===== config.mk =====
export PLATFORM = sky130hd
export DESIGN_NAME = e1_rx_slip_framer
export DESIGN_NICKNAME = d
export VERILOG_FILES = /design/src/hw/e1_rx_pkg.sv /design/src/hw/e1_rx_slip_framer.sv
export SDC_FILE = /design/constraint.sdc
export NUM_CORES = 1
export LEC_CHECK = 0
export ABC_AREA = 1
export BUFFER_PORTS_ARGS = -buffer_cell sky130_fd_sc_hd__buf_2
export CAP_MARGIN = 20
export CORE_MARGIN = 2
export CORE_UTILIZATION = 60
export DETAILED_ROUTE_END_ITERATION = 10
export PLACE_DENSITY = 0.77
export SYNTH_ARGS = -nofsm -noshare
export SYNTH_HDL_FRONTEND = slang
export SYNTH_SLANG_ARGS = --single-unit

===== constraint.sdc =====
create_clock -name pclk -period 4.17 [get_ports pclk]
set_clock_uncertainty 0.2 [all_clocks]
set_input_delay 0.2085 -clock pclk [delete_from_list [all_inputs] [get_ports pclk]]
set_output_delay 0.2085 -clock pclk [all_outputs]
set_load 0.02 [all_outputs]

===== src/hw/e1_rx_pkg.sv =====
// Shared constants and state types for the E1 receive slip buffer and framer.
// Assumes a single pclk domain; link clocks arrive as sampled inputs.
package e1_rx_pkg;
   // Register byte addresses
   localparam logic [7:0] CTRL_ADDR = 8'h00;
   localparam logic [7:0] STATUS_ADDR = 8'h04;
   // Control field positions and reset value
   localparam int CTRL_MASK_BIT = 0;
   localparam int CTRL_AUTO_BIT = 1;
   localparam logic [1:0] CTRL_RESET = 2'h1;
   // Status field positions
   localparam int ST_TOGGLE_BIT = 0;
   localparam int ST_DIR_BIT = 1;
   localparam int ST_BASIC_BIT = 2;
   localparam int ST_SIG_BIT = 3;
   localparam int ST_CRC_BIT = 4;
   localparam int ST_NONCRC_BIT = 5;
   localparam int ST_PEND_BIT = 6;
   // Line patterns
   localparam logic [6:0] FAS_PATTERN = 7'h1b;
   localparam logic [3:0] MFAS_NIBBLE = 4'h0;
   localparam logic [5:0] CRC_MFAS = 6'h0b;
   // Bit positions inside a 256-bit frame
   localparam logic [7:0] TS0_END = 8'h07;
   localparam logic [7:0] TS16_NIBBLE_END = 8'h83;
   localparam logic [7:0] FRAME_END = 8'hff;
   // Slip buffer geometry, in channels
   localparam int BUF_CHANNELS = 64;
   localparam logic [5:0] UNDER_LIMIT = 6'h02;
   localparam logic [5:0] OVER_LIMIT = 6'h3c;
   localparam logic [5:0] RESET_READ_CH = 6'h20;
   localparam logic [5:0] HALF_BUF = 6'h20;
   // Framing counts and times
   localparam logic [1:0] FAS_LOSS_COUNT = 2'h3;
   localparam int FRAME_US = 125;
   localparam int CRC_WINDOW_MS = 8;
   localparam int CRC_WINDOW_FRAMES = (CRC_WINDOW_MS * 1000) / FRAME_US;
   localparam int CRC_TIMEOUT_MS = 400;
   localparam int CRC_TIMEOUT_FRAMES = (CRC_TIMEOUT_MS * 1000) / FRAME_US;
   // State types
   typedef enum logic [1:0] {F_HUNT, F_NFAS, F_FAS, F_SYNC} framer_state_t;
   typedef enum logic {S_SEARCH, S_LOCK} sig_state_t;
   typedef enum logic [1:0] {C_SEARCH, C_FIRST, C_SYNC, C_NONCRC} crc_state_t;
endpackage


===== src/hw/e1_rx_slip_framer.sv =====
// E1 receive path: basic, signalling and CRC-4 framers, two-frame slip buffer, APB regs.
// Assumes both link clocks are far slower than pclk and arrive asynchronously.
//
// The register addresses and the APB register port were chosen for this implementation.
`timescale 1ns/1ns
`default_nettype none

// Behaviour
// - Two-frame slip buffer sits between line side and backplane side.
// - Buffer written on recovered clock edges, read on backplane clock edges.
// - Up to 26 channels of wander absorbed before any slip.
// - Unslipped delay stays between about two and sixty channels.
// - Out-of-window spacing repeats or drops exactly one whole frame.
// - Slips happen only on read frame boundaries.
// - Slip toggle flag inverts on every slip.
// - Direction flag 0 after dropped frame, 1 after repeated frame.
// - Slip raises a maskable interrupt source.
// - Read within two channels of write slips to about 34 channels.
// - Read beyond sixty channels slips to about 28 channels.
// - Hunt for FAS, then restart if following NFAS bit 2 is zero.
// - Basic sync declared after NFAS bit 2 one and next FAS correct.
// - Multiframe searches run only while basic alignment holds.
// - Signalling lock on first zero nibble in channel 16 upper half.
// - Two consecutive bad signalling multiframes drop signalling lock.
// - CRC-4 search looks for 001011 in NFAS bit one.
// - Two good CRC-4 alignments within 8 ms declare CRC sync.
// - Timeout without CRC sync suspends receive CRC, keeps E-bits zero, flags.
// - Automatic interworking active while the disable bit is zero.
// - Three consecutive bad FAS words restart all framing.
// - Outgoing RAI is one while basic alignment is absent, zero while it holds.
module e1_rx_slip_framer
   import e1_rx_pkg::*;
#(
   parameter int TIMEOUT_FRAMES = CRC_TIMEOUT_FRAMES
) (
   input wire logic pclk, // System clock
   input wire logic presetn, // Async reset, active low
   input wire logic [7:0] paddr, // APB address
   input wire logic psel, // APB select
   input wire logic penable, // APB enable
   input wire logic pwrite, // APB direction
   input wire logic [31:0] pwdata, // APB write data
   output logic [31:0] prdata, // APB read data
   output logic pready, // APB ready
   output logic pslverr, // APB error on unmapped address
   input wire logic rx_recovered_clock, // Clock recovered from line
   input wire logic rx_line_data, // Line data, valid at recovered clock rise
   input wire logic backplane_bit_clock, // Backplane bit clock
   output logic bp_data, // Backplane serial data
   output logic bp_frame, // High during first bit of a read frame
   output logic tx_rai, // Outgoing remote alarm bit
   output logic tx_ebit_zero, // Force outgoing E-bits to zero
   output logic crc_rx_active, // Receive CRC-4 checking enabled
   output logic slip_irq // Slip interrupt, active high
);
   logic [1:0] rxc_s, rxd_s, bpc_s;
   logic rxc_d, bpc_d, rx_edge, bp_edge;
   logic [7:0] sr, nsr, bitpos, rsr;
   framer_state_t fstate;
   sig_state_t sstate;
   crc_state_t cstate;
   logic fas_expect, basic_sync, hunt_found, sig_err;
   logic [1:0] fas_err;
   logic [3:0] sig_frame;
   logic [5:0] crc_sr, wptr, waddr, rch, next_ch, delay;
   logic [6:0] crc_age;
   logic [11:0] crc_timer;
   logic [7:0] mem [BUF_CHANNELS];
   logic [2:0] rbit;
   logic frame_wrap, under, over, slip_ev;
   logic slip_toggle_flag, slip_direction_flag, slip_pending;
   logic slip_interrupt_mask, auto_interwork_disable;
   logic apb_setup, apb_write, mapped;
   logic [31:0] status_word;

   // Seven FAS bits check
   function automatic logic fas_ok(input logic [7:0] b);
      return b[6:0] == FAS_PATTERN;
   endfunction

   // Two-stage synchronisers plus edge history
   always_ff @(posedge pclk or negedge presetn) begin
      if (!presetn) begin
         rxc_s <= 2'h0;
         rxd_s <= 2'h0;
         bpc_s <= 2'h0;
         rxc_d <= 1'b0;
         bpc_d <= 1'b0;
      end else begin
         rxc_s <= {rxc_s[0], rx_recovered_clock};
         rxd_s <= {rxd_s[0], rx_line_data};
         bpc_s <= {bpc_s[0], backplane_bit_clock};
         rxc_d <= rxc_s[1];
         bpc_d <= bpc_s[1];
      end
   end

   // Edge strobes and received shift value
   assign rx_edge = rxc_s[1] & ~rxc_d;
   assign bp_edge = bpc_s[1] & ~bpc_d;
   assign nsr = {sr[6:0], rxd_s[1]};
   assign basic_sync = (fstate == F_SYNC);
   assign hunt_found = (fstate == F_HUNT) && fas_ok(nsr);

   // Receive shift register
   always_ff @(posedge pclk or negedge presetn) begin
      if (!presetn) begin
         sr <= 8'h00;
      end else if (rx_edge) begin
         sr <= nsr;
      end
   end

   // Basic frame alignment
   always_ff @(posedge pclk or negedge presetn) begin
      if (!presetn) begin
         fstate <= F_HUNT;
         bitpos <= 8'h00;
         fas_expect <= 1'b0;
         fas_err <= 2'h0;
      end else if (rx_edge) begin
         bitpos <= bitpos + 8'h01;
         unique case (fstate)
            F_HUNT: begin
               if (hunt_found) begin
                  fstate <= F_NFAS;
                  bitpos <= TS0_END + 8'h01;
               end
            end
            F_NFAS: begin
               if (bitpos == TS0_END) begin
                  fstate <= nsr[6] ? F_FAS : F_HUNT;
               end
            end
            F_FAS: begin
               if (bitpos == TS0_END) begin
                  fstate <= fas_ok(nsr) ? F_SYNC : F_HUNT;
                  fas_expect <= 1'b0;
                  fas_err <= 2'h0;
               end
            end
            F_SYNC: begin
               if (bitpos == TS0_END) begin
                  fas_expect <= ~fas_expect;
                  // three bad FAS words lose sync
                  if (fas_expect) begin
                     if (fas_ok(nsr)) begin
                        fas_err <= 2'h0;
                     end else if (fas_err == FAS_LOSS_COUNT - 2'h1) begin
                        fstate <= F_HUNT;
                     end else begin
                        fas_err <= fas_err + 2'h1;
                     end
                  end
               end
            end
         endcase
      end
   end

   // Signalling multiframe alignment
   always_ff @(posedge pclk or negedge presetn) begin
      if (!presetn) begin
         sstate <= S_SEARCH;
         sig_frame <= 4'h0;
         sig_err <= 1'b0;
      end else if (!basic_sync) begin
         // held in search without basic sync
         sstate <= S_SEARCH;
         sig_frame <= 4'h0;
         sig_err <= 1'b0;
      end else if (rx_edge) begin
         if (bitpos == FRAME_END) begin
            sig_frame <= sig_frame + 4'h1;
         end
         if (bitpos == TS16_NIBBLE_END) begin
            unique case (sstate)
               S_SEARCH: begin
                  if (nsr[3:0] == MFAS_NIBBLE) begin
                     sstate <= S_LOCK;
                     sig_frame <= 4'h0;
                     sig_err <= 1'b0;
                  end
               end
               S_LOCK: begin
                  // two bad multiframes in a row
                  if (sig_frame == 4'h0) begin
                     if (nsr[3:0] == MFAS_NIBBLE) begin
                        sig_err <= 1'b0;
                     end else if (sig_err) begin
                        sstate <= S_SEARCH;
                     end else begin
                        sig_err <= 1'b1;
                     end
                  end
               end
            endcase
         end
      end
   end

   // CRC-4 multiframe alignment and interworking
   always_ff @(posedge pclk or negedge presetn) begin
      if (!presetn) begin
         cstate <= C_SEARCH;
         crc_sr <= 6'h00;
         crc_age <= 7'h00;
         crc_timer <= 12'h000;
      end else if (!basic_sync) begin
         // CRC search waits for basic sync
         cstate <= C_SEARCH;
         crc_sr <= 6'h00;
         crc_age <= 7'h00;
         crc_timer <= 12'h000;
      end else if (rx_edge) begin
         if (bitpos == FRAME_END) begin
            crc_age <= crc_age + 7'h01;
            if (crc_timer != 12'(TIMEOUT_FRAMES)) begin
               crc_timer <= crc_timer + 12'h001;
            end
         end
         // second alignment must come within 8 ms
         if (cstate == C_FIRST && crc_age == 7'(CRC_WINDOW_FRAMES)) begin
            cstate <= C_SEARCH;
         end
         if (bitpos == TS0_END && !fas_expect) begin
            crc_sr <= {crc_sr[4:0], nsr[7]};
            if ({crc_sr[4:0], nsr[7]} == CRC_MFAS) begin
               if (cstate == C_SEARCH) begin
                  cstate <= C_FIRST;
                  crc_age <= 7'h00;
               end else if (cstate == C_FIRST && crc_age[3:0] == 4'h0 && crc_age != 7'h00) begin
                  cstate <= C_SYNC;
               end
            end
         end
         // far end treated as non-CRC after timeout
         if (crc_timer == 12'(TIMEOUT_FRAMES) && !auto_interwork_disable &&
             (cstate == C_SEARCH || cstate == C_FIRST)) begin
            cstate <= C_NONCRC;
         end
      end
   end

   // Slip buffer write side, one byte per channel
   assign waddr = hunt_found ? {wptr[5], 5'h00} : wptr;

   always_ff @(posedge pclk) begin
      if (rx_edge && (bitpos[2:0] == 3'h7 || hunt_found)) begin
         mem[waddr] <= nsr;
      end
   end

   // Write pointer
   always_ff @(posedge pclk or negedge presetn) begin
      if (!presetn) begin
         wptr <= 6'h00;
      end else if (rx_edge && (bitpos[2:0] == 3'h7 || hunt_found)) begin
         wptr <= waddr + 6'h01;
      end
   end

   // Read spacing and slip decision
   assign next_ch = rch + 6'h01;
   assign delay = wptr - rch;
   assign frame_wrap = bp_edge && rbit == 3'h7 && next_ch[4:0] == 5'h00;
   assign under = delay <= UNDER_LIMIT;
   assign over = delay > OVER_LIMIT;
   assign slip_ev = frame_wrap && (under || over);

   // Read side toward backplane
   always_ff @(posedge pclk or negedge presetn) begin
      if (!presetn) begin
         rch <= RESET_READ_CH;
         rbit <= 3'h0;
         rsr <= 8'h00;
         bp_data <= 1'b0;
         bp_frame <= 1'b0;
      end else if (bp_edge) begin
         rbit <= rbit + 3'h1;
         if (rbit == 3'h7) begin
            // a slip moves read by one whole frame
            // window edges give 26 channels of margin
            rch <= slip_ev ? (next_ch ^ HALF_BUF) : next_ch;
            rsr <= mem[slip_ev ? (next_ch ^ HALF_BUF) : next_ch];
            bp_data <= mem[slip_ev ? (next_ch ^ HALF_BUF) : next_ch][7];
            bp_frame <= (next_ch[4:0] == 5'h00);
         end else begin
            rsr <= {rsr[6:0], 1'b0};
            bp_data <= rsr[6];
            bp_frame <= 1'b0;
         end
      end
   end

   // APB decode
   assign apb_setup = psel && !penable;
   assign apb_write = psel && penable && pwrite && pready && !pslverr;
   assign mapped = (paddr == CTRL_ADDR) || (paddr == STATUS_ADDR);

   // Slip status flags, set beats clear
   always_ff @(posedge pclk or negedge presetn) begin
      if (!presetn) begin
         slip_toggle_flag <= 1'b0;
         slip_direction_flag <= 1'b0;
         slip_pending <= 1'b0;
      end else if (slip_ev) begin
         slip_toggle_flag <= ~slip_toggle_flag;
         slip_direction_flag <= under;
         slip_pending <= 1'b1;
      end else if (apb_write && paddr == STATUS_ADDR && pwdata[ST_PEND_BIT]) begin
         slip_pending <= 1'b0;
      end
   end

   // Control register
   always_ff @(posedge pclk or negedge presetn) begin
      if (!presetn) begin
         slip_interrupt_mask <= CTRL_RESET[CTRL_MASK_BIT];
         auto_interwork_disable <= CTRL_RESET[CTRL_AUTO_BIT];
      end else if (apb_write && paddr == CTRL_ADDR) begin
         slip_interrupt_mask <= pwdata[CTRL_MASK_BIT];
         auto_interwork_disable <= pwdata[CTRL_AUTO_BIT];
      end
   end

   // Status word assembly
   always_comb begin
      status_word = 32'h0000_0000;
      status_word[ST_TOGGLE_BIT] = slip_toggle_flag;
      status_word[ST_DIR_BIT] = slip_direction_flag;
      status_word[ST_BASIC_BIT] = !basic_sync;
      status_word[ST_SIG_BIT] = (sstate != S_LOCK);
      status_word[ST_CRC_BIT] = (cstate != C_SYNC);
      status_word[ST_NONCRC_BIT] = (cstate == C_NONCRC);
      status_word[ST_PEND_BIT] = slip_pending;
   end

   // APB answer, captured in the setup cycle
   always_ff @(posedge pclk or negedge presetn) begin
      if (!presetn) begin
         prdata <= 32'h0000_0000;
         pready <= 1'b0;
         pslverr <= 1'b0;
      end else begin
         pready <= 1'b1;
         if (apb_setup) begin
            pslverr <= !mapped;
            if (paddr == CTRL_ADDR) begin
               prdata <= {30'h0, auto_interwork_disable, slip_interrupt_mask};
            end else if (paddr == STATUS_ADDR) begin
               prdata <= status_word;
            end else begin
               prdata <= 32'h0000_0000;
            end
         end
      end
   end

   // Line-side and interrupt outputs
   always_ff @(posedge pclk or negedge presetn) begin
      if (!presetn) begin
         tx_rai <= 1'b1;
         tx_ebit_zero <= 1'b1;
         crc_rx_active <= 1'b1;
         slip_irq <= 1'b0;
      end else begin
         tx_rai <= !basic_sync;
         tx_ebit_zero <= (cstate != C_SYNC);
         crc_rx_active <= (cstate != C_NONCRC);
         slip_irq <= slip_pending && !slip_interrupt_mask;
      end
   end

   // Checks
   slip_boundary_a: assert property (@(posedge pclk) disable iff (!presetn)
      $changed(slip_toggle_flag) |-> $past(frame_wrap))
      else $error("slip off frame boundary");
   toggle_on_slip_a: assert property (@(posedge pclk) disable iff (!presetn)
      slip_ev |=> slip_toggle_flag != $past(slip_toggle_flag))
      else $error("toggle flag missed slip");
   dir_repeat_a: assert property (@(posedge pclk) disable iff (!presetn)
      slip_ev && under |=> slip_direction_flag)
      else $error("direction wrong after repeat");
   dir_drop_a: assert property (@(posedge pclk) disable iff (!presetn)
      slip_ev && over |=> !slip_direction_flag)
      else $error("direction wrong after drop");
   under_spacing_a: assert property (@(posedge pclk) disable iff (!presetn)
      slip_ev && under && !rx_edge |=> delay >= 6'h20 && delay <= 6'h22)
      else $error("bad spacing after underflow slip");
   over_spacing_a: assert property (@(posedge pclk) disable iff (!presetn)
      slip_ev && over && !rx_edge |=> delay >= 6'h1c && delay <= 6'h1f)
      else $error("bad spacing after overflow slip");
   irq_raise_a: assert property (@(posedge pclk) disable iff (!presetn)
      slip_ev && !slip_interrupt_mask ##1 !slip_interrupt_mask |=> slip_irq)
      else $error("slip interrupt not raised");
   irq_hold_a: assert property (@(posedge pclk) disable iff (!presetn)
      slip_irq && slip_pending && !slip_interrupt_mask && !apb_write |=> ##1 slip_irq)
      else $error("slip interrupt dropped early");
   mf_gated_a: assert property (@(posedge pclk) disable iff (!presetn)
      !basic_sync |=> sstate == S_SEARCH && cstate == C_SEARCH)
      else $error("multiframe search without basic sync");
   sync_entry_a: assert property (@(posedge pclk) disable iff (!presetn)
      $rose(basic_sync) |-> $past(fstate) == F_FAS)
      else $error("basic sync skipped confirmation");
   rai_follow_a: assert property (@(posedge pclk) disable iff (!presetn)
      basic_sync [*2] |-> !tx_rai)
      else $error("RAI high while aligned");
   noncrc_gate_a: assert property (@(posedge pclk) disable iff (!presetn)
      auto_interwork_disable && $past(auto_interwork_disable) |-> !$rose(cstate == C_NONCRC))
      else $error("interworking while disabled");

   cover property (@(posedge pclk) disable iff (!presetn) slip_ev && under);
   cover property (@(posedge pclk) disable iff (!presetn) slip_ev && over);
   cover property (@(posedge pclk) disable iff (!presetn) $rose(cstate == C_SYNC));
   cover property (@(posedge pclk) disable iff (!presetn) $rose(cstate == C_NONCRC));
endmodule

`default_nettype wire


# Yosys cells after proc, flatten, opt, wreduce, memory -nomap -nowiden
# Memory sizes are Yosys's and may differ from the RTL's.
# Cells that the tools add are included.
totals:
  regBits: 127
  ramBits: 512
  input_bits: 48
  out_inout_bits: 40
  wordCells: 212
  n_memories: 1
memory_table:
  columns: ["name", "words", "word_bits", "rd", "rd_clocked_by_memory_dff", "wr", "line", "source"]
  rows:
  - ["mem", 64, 8, 1, 0, 1, "e1_rx_slip_framer.sv:68", "logic [7:0] mem [BUF_CHANNELS];"]
op_classes:
  addsub: 9
  magnitude_cmp: 2
  eq_ne: 34
  mux: 74
  bitwise_logic: 8
  reduce_logical: 49
ops:
  columns: ["op", "n"]
  rows:
  - ["2-to-1 mux 7 bit", 8]
  - ["2-to-1 mux 12 bit", 4]
  - ["2-to-1 mux 2 bit", 22]
  - ["2-to-1 mux 32 bit", 1]
  - ["2-to-1 mux 4 bit", 6]
  - ["2-to-1 mux 1 bit", 21]
  - ["logical AND 1 bit", 20]
  - ["2-to-1 mux 5 bit", 4]
  - ["== test 8 x 3 -> 1 bit, second input constant", 2]
  - ["== test 8 bit, second input constant", 2]
  - ["2-to-1 mux 8 bit", 2]
  - ["!= test 2 bit, second input constant", 8]
  - ["adder 12 x 1 -> 12 bit, second input constant", 1]
  - ["adder 6 x 1 -> 6 bit, second input constant", 2]
  - ["== test 12 bit, second input constant", 1]
  - ["logical NOT 4 bit", 3]
  - ["!= test 12 bit, second input constant", 1]
  - ["!= test 2 x 1 -> 1 bit, second input constant", 6]
  - ["adder 8 x 1 -> 8 bit, second input constant", 1]
  - ["== test 2 bit, second input constant", 4]
  - ["logical NOT 8 bit", 1]
  - ["case mux 2 bit (4 select lines)", 1]
  - ["AND reduction 4 bit", 2]
  - ["AND reduction 8 bit", 1]
  - ["other kinds (28)", 52]

# Depth between registers and ports, before layout
# Gate-level depths: netlist of run 1.
logic_depth:
  word_depth: 10
  mapped_depth: 17

# Worst setup path before layout of run 1
# Ideal clock, no wire load.
synth_path:
  kind: "reg-to-reg"
  startpoint: "register sr[2]"
  endpoint: "memory mem[34][0], enable pin"
  arrival_ns: 2.641
  setup_slack_ns: 0.958
  path_stages_with_launch: 11
  synth_period_minus_slack_ns: 3.212
  path_cell_list: "dfrtp_1 > nand4_1 > nor2_1 > inv_2 > nor2_1 > inv_2 > nand2_1 > inv_1 > nor3_2 > nand2_1 > nor2_1"
synth_via:
  elab_chain_cells: 6
  elab_cells_between_ends: 7
  cone_classes: "1 x eq/ne; 3 x mux; 3 x reduce/logical"
synth_rtl:
  columns: ["element", "line", "source"]
  rows:
  - ["from (decl)", "e1_rx_slip_framer.sv:58", "logic [7:0] sr, nsr, bitpos, rsr;"]
  - ["from (signal assigned)", "e1_rx_slip_framer.sv:110", "sr <= nsr;"]
  - ["== test 7 x 5 -> 1 bit *", "e1_rx_slip_framer.sv:78", "return b[6:0] == FAS_PATTERN;"]
  - ["logical AND 1 bit *", "e1_rx_slip_framer.sv:103", "assign hunt_found = (fstate == F_HUNT) && fas_ok(nsr);"]
  - ["logical OR 1 bit", "e1_rx_slip_framer.sv:249", "if (rx_edge && (bitpos[2:0] == 3'h7 || hunt_found)) begin"]
  - ["logical AND 1 bit", "e1_rx_slip_framer.sv:249", null]
  - ["2-to-1 mux 1 bit", "e1_rx_slip_framer.sv:249", null]
  - ["2-to-1 mux 1 bit (not written as such)", "e1_rx_slip_framer.sv:250", "mem[waddr] <= nsr;"]
  - ["to (decl)", "e1_rx_slip_framer.sv:68", null]
# Every way passes the cells marked *; elsewhere a longest branch is shown, timed or not.

# Worst setup path in the final report of run 1
layout_path:
  startpoint: "input port paddr[6]"
  endpoint: "register prdata[0]"
layout_via:
  elab_chain_cells: 3
  elab_cells_between_ends: 4
  cone_classes: "1 x eq/ne; 2 x mux; 1 x reduce/logical"
layout_rtl:
  columns: ["element", "line", "source"]
  rows:
  - ["from (decl)", "e1_rx_slip_framer.sv:38", "input wire logic [7:0] paddr,"]
  - ["== test 8 x 3 -> 1 bit", "e1_rx_slip_framer.sv:351", "end else if (paddr == STATUS_ADDR) begin"]
  - ["2-to-1 mux 7 bit", "e1_rx_slip_framer.sv:351", null]
  - ["2-to-1 mux 32 bit *", "e1_rx_slip_framer.sv:349", "if (paddr == CTRL_ADDR) begin"]
  - ["to (signal assigned)", "e1_rx_slip_framer.sv:350", "prdata <= {30'h0, auto_interwork_disable, slip_interrupt_mask};"]
  - ["to (signal assigned)", "e1_rx_slip_framer.sv:352", "prdata <= status_word;"]
  - ["to (decl)", "e1_rx_slip_framer.sv:43", "output logic [31:0] prdata,"]
# Marked as above.
# A chain may end at the register's enable or synchronous reset.

==> results.json, run 1 <==
{
  "setup_viol_count_final": 0,
  "endpoint_kind": "flop",
  "layout-drive-gt1-share": 0.0834,
  "critPathBufInv": 7,
  "dp_hpwl_mm": 34.5,
  "core_area_um2": 43200,
  "cts_inserted_buffers": 59,
  "clockBufferDepth": 3,
  "ys_dominant_reg_cell": "edfxtp_1",
  "total_power_mw": 17.6,
  "cpPeakStageDelay_ns": 0.65,
  "grt_pass1_vias": 17300,
  "cp_slowest_cell": "dlygate4sd3_1",
  "overflow": 0,
  "cp_common_cell": "dlygate4sd3_1",
  "post_drt_via_cell_ratio": 5.81,
  "cts_setup_buffers": 0,
  "die_h_um": 213,
  "peakVddDrop_uv": 411,
  "worst_slew_pin_slew_ns": 1.02,
  "initial_core_util": 0.610,
  "rsz0062_at_grt": "false",
  "ios": 88,
  "antenna_found_initial": 0,
  "leakage_nw": 10.9,
  "gp_congestion": 0.920,
  "fmax_mhz": 280,
  "netlist_area_um2": 26300,
  "final-hold-violation-count": 0,
  "status": "finished, final reports clean",
  "hp-class": "in2reg",
  "path_cells": "dlygate4sd3_1, buf_2, nor4_1, dlygate4sd3_1, inv_1, nor3_1, dlygate4sd3_1, nand3_1, dlygate4sd3_1, nand3_1, dlygate4sd3_1",
  "crit_fanout": 3,
  "route.detailed.wl_per_inst_um": 19.5,
  "grt_pass1_wl_mm": 93.3,
  "die-area_um2": 45600,
  "synth_cell_types": 52,
  "dieWidth_um": 213,
  "num_vias": 17900,
  "area_growth_pct": 10.5,
  "ant_nets": 0,
  "cts_tree": "done",
  "synth_enable_flop_cells": 512,
  "relSlewSlack": 0.317,
  "cts.sink_count": 614,
  "worstPathRequired_ns": 4.52,
  "avgSynthCellArea_um2": 10.9,
  "cp.arrival_ns": 3.92,
  "fin_area_um2": 29100,
  "crit_family": "buffers and inverters",
  "cts_resized": 0,
  "synth-seq-cells": 614,
  "grt_usage": 0.268,
  "drv_slew": 0,
  "nets": 2512,
  "numPortBuffers": 33,
  "yosys_warnings": 0,
  "htreeDepth": 2,
  "period_needed_ns": 3.57,
  "power.density_nw_per_um2": 604,
  "grt_max_degree": 146,
  "rows": 76,
  "drv_cap": 0,
  "place_area_um2": 26900,
  "final_core_util": 0.674,
  "first_iter_violations": 2313,
  "wl_mm": 60.1,
  "crit_type": "in2reg",
  "synth_cells": 2407,
  "holdWs_ns": 0.0512,
  "timing.final.crit_share": 0.857,
  "cts_root_buffer": "clkbuf_16",
  "n_antenna_cell": 0,
  "drtPass1Iterations": 6,
  "synthArstFlopShare": 0.166,
  "ys_seq_area_frac": 0.681,
  "remaining_drc_errors": 0,
  "clock_latency_ns": 0.61,
  "clk_pin_slew_ns": 0.07,
  "worst_setup_path_start_kind": "input pin",
  "tns_ns": 0
}
==> path summary, 6_finish.rpt <==
kind                                     from             to  slack (ns)  depth (start not counted)
max in group asynchronous             presetn  crc_rx_active        2.66                          3
setup reg to reg                       rch[0]         rsr[5]        0.73                         13
hold reg to reg                      rxc_s[0]       rxc_s[1]        0.15                          0
setup / recovery                     paddr[6]      prdata[0]        0.60                         11
hold / removal             rx_recovered_clock       rxc_s[0]        0.05                          2
min in group asynchronous             presetn      prdata[5]        0.11                          2
==> metal layers <==
metal	up-vias	global-route usage	part of all wire
met3	149	0.0376	0.078
li1	8339	-	-
met5	-	0	0
met2	771	0.442	0.49
met4	0	0.102	0.033
met1	8621	0.366	0.40
==> layout make-up <==
| class | instances | area, µm² |
|---|---|---|
| inverter | 133 | 507 |
| sequential | 614 | 17900 |
| clock buffer | 97 | 1770 |
| fill | 3078 | 14100 |
| multi-input combinational | 1545 | 7220 |
| tap | 585 | 732 |
| timing repair buffer | 91 | 738 |
| clock inverter | 15 | 171 |
==> stage by stage <==
step | worst slack, ns | std cells
final | 0.596 | 3080
after detailed placement | 0.812 | 2944
after global placement | 0.907 | 2944
after CTS | 0.771 | 3080
after floorplan | 0.958 | 2431
after global routing | 0.440 | 3080
==> cell usage in the layout, fill, tap and decap left out, types with 4 or more instances in the layout <==
cell,n
dlygate4sd3_1,24
nor2_4,4
a31oi_1,4
nand4_1,12
nand3_2,4
buf_4,29
inv_1,123
xor2_1,14
a21oi_2,7
nor3_1,14
o22ai_1,18
dfrtp_2,8
dfstp_2,5
buf_2,32
clkbuf_1,24
conb_1,26
clkbuf_8,10
o211ai_1,46
nor2_1,285
nor4_1,4
inv_2,6
edfxtp_1,512
a21oi_1,46
nand2_1,561
buf_12,6
ha_1,18
nand2_2,5
clkinv_2,8
dfrtp_1,88
o21ai_0,132
nand3_1,309
clkbuf_16,61
==> synthesized netlist by cell type (3+ instances only) <==
library cell / number / area, µm²
o22ai_1: 18 / 113
buf_1: 6 / 22.5
a31oi_1: 4 / 25.0
xnor2_1: 3 / 26.3
nor2_4: 4 / 45.0
o21ai_0: 132 / 661
inv_2: 8 / 30.0
a21oi_2: 7 / 61.3
xor2_1: 14 / 123
nand3_1: 309 / 1550
buf_6: 4 / 45.0
nand2_2: 4 / 25.0
nor3_1: 14 / 70.1
edfxtp_1: 512 / 15400
nor3_2: 3 / 30.0
dfrtp_1: 97 / 2430
clkbuf_1: 33 / 124
dfstp_2: 5 / 131
nor2_1: 285 / 1070
inv_1: 123 / 462
a211oi_1: 3 / 22.5
nand3_2: 4 / 40.0
buf_4: 40 / 300
buf_2: 56 / 280
o21ai_1: 3 / 15.0
a21oi_1: 46 / 230
nand2_1: 562 / 2110
nand4_1: 12 / 75.1
o211ai_1: 46 / 345
ha_1: 19 / 238
nor4_1: 4 / 25.0
==> flip-flops by register name, indices dropped and copies added (netlist names), 2 cells and up <==
signal,flops
bitpos,8
rbit,3
cstate,2
sig_frame,4
mem,512
crc_age,7
crc_timer,12
sr,7
rxc_s,2
rxd_s,2
prdata,7
rsr,7
rch,6
crc_sr,5
fstate,2
bpc_s,2
fas_err,2
wptr,6
==> kinds of logic (layout without fill, tap and decap cells) <==
group | after synthesis | in the layout | share of synthesized area
AOI/OAI and AO/OA | 270 | 270 | 0.0594
DFF | 614 | 614 | 0.681
adders and majority gates | 20 | 20 | 0.00979
xor gates and xnor gates | 17 | 17 | 0.00566
and+or+nand+nor | 1210 | 1210 | 0.194
muxes | 2 | 2 | 0.000856
buffers and inverters | 272 | 336 | 0.0483
other | 2 | 26 | 0.000285
==> timing repair <==
action                                  in CTS  in global routing
hold endpoints to repair                    86                  0
hold buffers                                24                  0
endpoints found under the setup margin       0                  0
==> where the power goes <==
group	internal, mW	switching (mW)
registers	6.95	0.155
logic	1.47	3.66
clock network	3.08	2.24
No activity file was read; power rests on OpenSTA's default activity.
==> run 2, diff against run 1 <==
--- a/config.mk
+++ b/config.mk
@@ -7,3 +7,2 @@
 export LEC_CHECK = 0
-export ABC_AREA = 1
 export BUFFER_PORTS_ARGS = -buffer_cell sky130_fd_sc_hd__buf_2
--- a/constraint.sdc
+++ b/constraint.sdc
@@ -4,2 +4,2 @@
 set_output_delay 0.2085 -clock pclk [all_outputs]
-set_load 0.02 [all_outputs]
+set_load 0.005 [all_outputs]
==> run 2 against run 1 <==
  * First-iteration DRC count shrank 33%
  * Die area fell by 3.7%
  * Cell count fell by 27%
  * Clock power fell by 0.8%
  * Highest routed layer unchanged
==> results.json, run 2 <==
{
  "leakage_nw": 9.62,
  "cts_resized": 0,
  "clk_pin_slew_ns": 0.06,
  "final_core_util": 0.678,
  "place_inst": 2111,
  "grt_pass1_vias": 14500,
  "clock_latency_ns": 0.63,
  "drtPass1Iterations": 6,
  "worstPathRequired_ns": 4.46,
  "fin_area_um2": 28300,
  "yosys_warnings": 0,
  "layout-drive-gt1-share": 0.191,
  "path_cells": "ha_1, xnor2_1, a31o_2, nand2b_1, or4_1, o211ai_1, buf_4, and2_1, o211ai_1",
  "num_vias": 14300,
  "cts_inserted_buffers": 58,
  "antenna_found_initial": 2,
  "dp_hpwl_mm": 32.2,
  "fmax_mhz": 268,
  "ios": 88,
  "relSlewSlack": 0.279,
  "synth_most_common_cell": "edfxtp_1",
  "drv_cap": 0,
  "status": "finished, final reports clean",
  "nets": 1720,
  "layoutNonFillerInstCount": 2238,
  "cts_root_buffer": "clkbuf_16",
  "largest_reg_flops": 512,
  "final_common_cell": "edfxtp_1",
  "ys_dominant_reg_cell": "edfxtp_1",
  "final-hold-violation-count": 0,
  "synth.top_cell.area_share": 0.607,
  "synth_cell_types": 69,
  "initial_core_util": 0.606,
  "setup_viol_count_final": 0,
  "worst_slew_pin_slew_ns": 1.08,
  "final_cell_mix": "edfxtp_1, nand2_1, mux4_2",
  "n_antenna_cell": 0,
  "reg_top3": "mem (512), crc_timer (12), bitpos (8)",
  "area_growth_pct": 11.8,
  "multi_input_area_um2": 6950,
  "numPortBuffers": 33,
  "clockBufferDepth": 3,
  "cts_tree": "done",
  "cpPeakStageDelay_ns": 0.63,
  "cts.sink_count": 614,
  "fill_cells": 2604,
  "synth_area_leader_cell": "edfxtp_1",
  "period_needed_ns": 3.73,
  "tns_ns": 0,
  "seqCellArea_um2": 17900,
  "total_power_mw": 16.1,
  "crit_type": "reg2reg",
  "avgSynthCellArea_um2": 16.1,
  "crit_family": "simple AND/OR/NAND/NOR gates",
  "cp.arrival_ns": 4.01,
  "holdWs_ns": 0.0372,
  "synth_cells": 1571,
  "worst_setup_path_start_kind": "flop",
  "dieWidth_um": 209,
  "worst_slack_ns": 0.444,
  "synth-seq-cells": 614,
  "synthTopCellsByCount": "edfxtp_1, nand2_1, mux4_2",
  "core_area_um2": 41800,
  "htreeDepth": 2,
  "regMostFlops": "mem",
  "synthArstFlopShare": 0.166,
  "cp_slowest_cell": "dfrtp_4",
  "gp_congestion": 0.858,
  "rows": 75,
  "remaining_drc_errors": 0,
  "wl_mm": 55.5,
  "first_iter_violations": 1553,
  "ant_nets": 0,
  "power.density_nw_per_um2": 568,
  "cp_common_cell": "o211ai_1",
  "place_area_um2": 26200,
  "critPathBufInv": 1,
  "endpoint_kind": "flop",
  "grt_usage": 0.260,
  "crit_fanout": 17,
  "hp-class": "in2reg",
  "rsz0062_at_grt": "false",
  "die_h_um": 209,
  "netlist_area_um2": 25300,
  "timing.final.crit_share": 0.893,
  "route.detailed.wl_per_inst_um": 24.8,
  "overflow": 0,
  "synth_enable_flop_cells": 512,
  "post_drt_via_cell_ratio": 6.40,
  "drv_slew": 0,
  "grt_max_degree": 80,
  "peakVddDrop_uv": 394,
  "ys_seq_area_frac": 0.708,
  "grt_pass1_wl_mm": 85.7,
  "yosys-top-cells-area": "edfxtp_1, mux4_2, dfrtp_1, nand2_1, nor2_1",
  "dp_slack_ns": 0.509,
  "die-area_um2": 43900
}
[run 2: cell types whose count changed after synthesis, sizes merged, moves of 14 or more]
cell    previous run  this run
mux4               0       128
nand3            314        62
inv              131        22
o22ai             18         4
o211ai            46         8
clkbuf            33        47
o21ai            135        37
xnor2              3        18
buf              106        53
a21oi             53        27
nand2            567       212
nor2             291       113
[run 2: path summary, 6_finish.rpt]
| path | start | end | slack [ns] | depth (start not counted) |
|---|---|---|---|---|
| setup / recovery | rch[0] | rsr[3] | 0.44 | 9 |
| hold / removal | rx_recovered_clock | rxc_s[0] | 0.04 | 2 |
| setup reg to reg | rch[0] | rsr[3] | 0.44 | 9 |
| hold reg to reg | bpc_s[0] | bpc_s[1] | 0.15 | 0 |
| max in group asynchronous | presetn | tx_rai | 2.68 | 3 |
| min in group asynchronous | presetn | slip_pending | 0.09 | 2 |
[run 2: kinds of logic after synthesis]
kind of cell / synth area share
buffers and inverters: 0.0226
AND/OR/NAND/NOR: 0.0875
XOR/XNOR: 0.0100
other: 0.000297
AO/OA/AOI/OAI: 0.0390
flip-flops: 0.708
adder cells (fa/ha/maj): 0.0102
multiplexers: 0.122
[run 2: worst register-to-register path: stages (launching register included)]
cell	delay (ns)
dfrtp_4	0.63
ha_1	0.52
xnor2_1	0.20
a31o_2	0.34
nand2b_1	0.13
or4_1	0.61
o211ai_1	0.22
buf_4	0.20
and2_1	0.38
o211ai_1	0.16
[run 2: what timing repair did]
action / CTS / global route
setup buffers: 0 / 0
endpoints found under the setup margin: 0 / 0
hold buffers: 20 / 0
hold endpoints to repair: 84 / 0
[run 2: cell type report]
type | instances | area share
flip-flops and latches | 614 | 0.634
multi-input cells | 859 | 0.246
clock buffers | 76 | 0.0547
repair buffers | 97 | 0.0260
well taps | 539 | 0.0238
clock inverters | 31 | 0.0127
inverters | 22 | 0.00292
[run 2: where the power goes]
group	total (mW)	leakage (nW)	switching (mW)	internal, mW
Clock	5.28	0.921	2.23	3.05
Sequential	7.11	6.00	0.148	6.96
Combinational	3.69	2.70	2.07	1.62
Total	16.1	9.62	4.45	11.6
[run 2: layer usage]
metal  vias to the layer above  GRT usage  routed length, µm  part of all wire
met4                         0     0.0906               1740             0.031
li1                       6178          -                  -                 -
met5                         -          0                  0                 0
met3                       117     0.0361               4380             0.079
met1                      7319      0.368              21900              0.39
met2                       701      0.423              27500              0.50
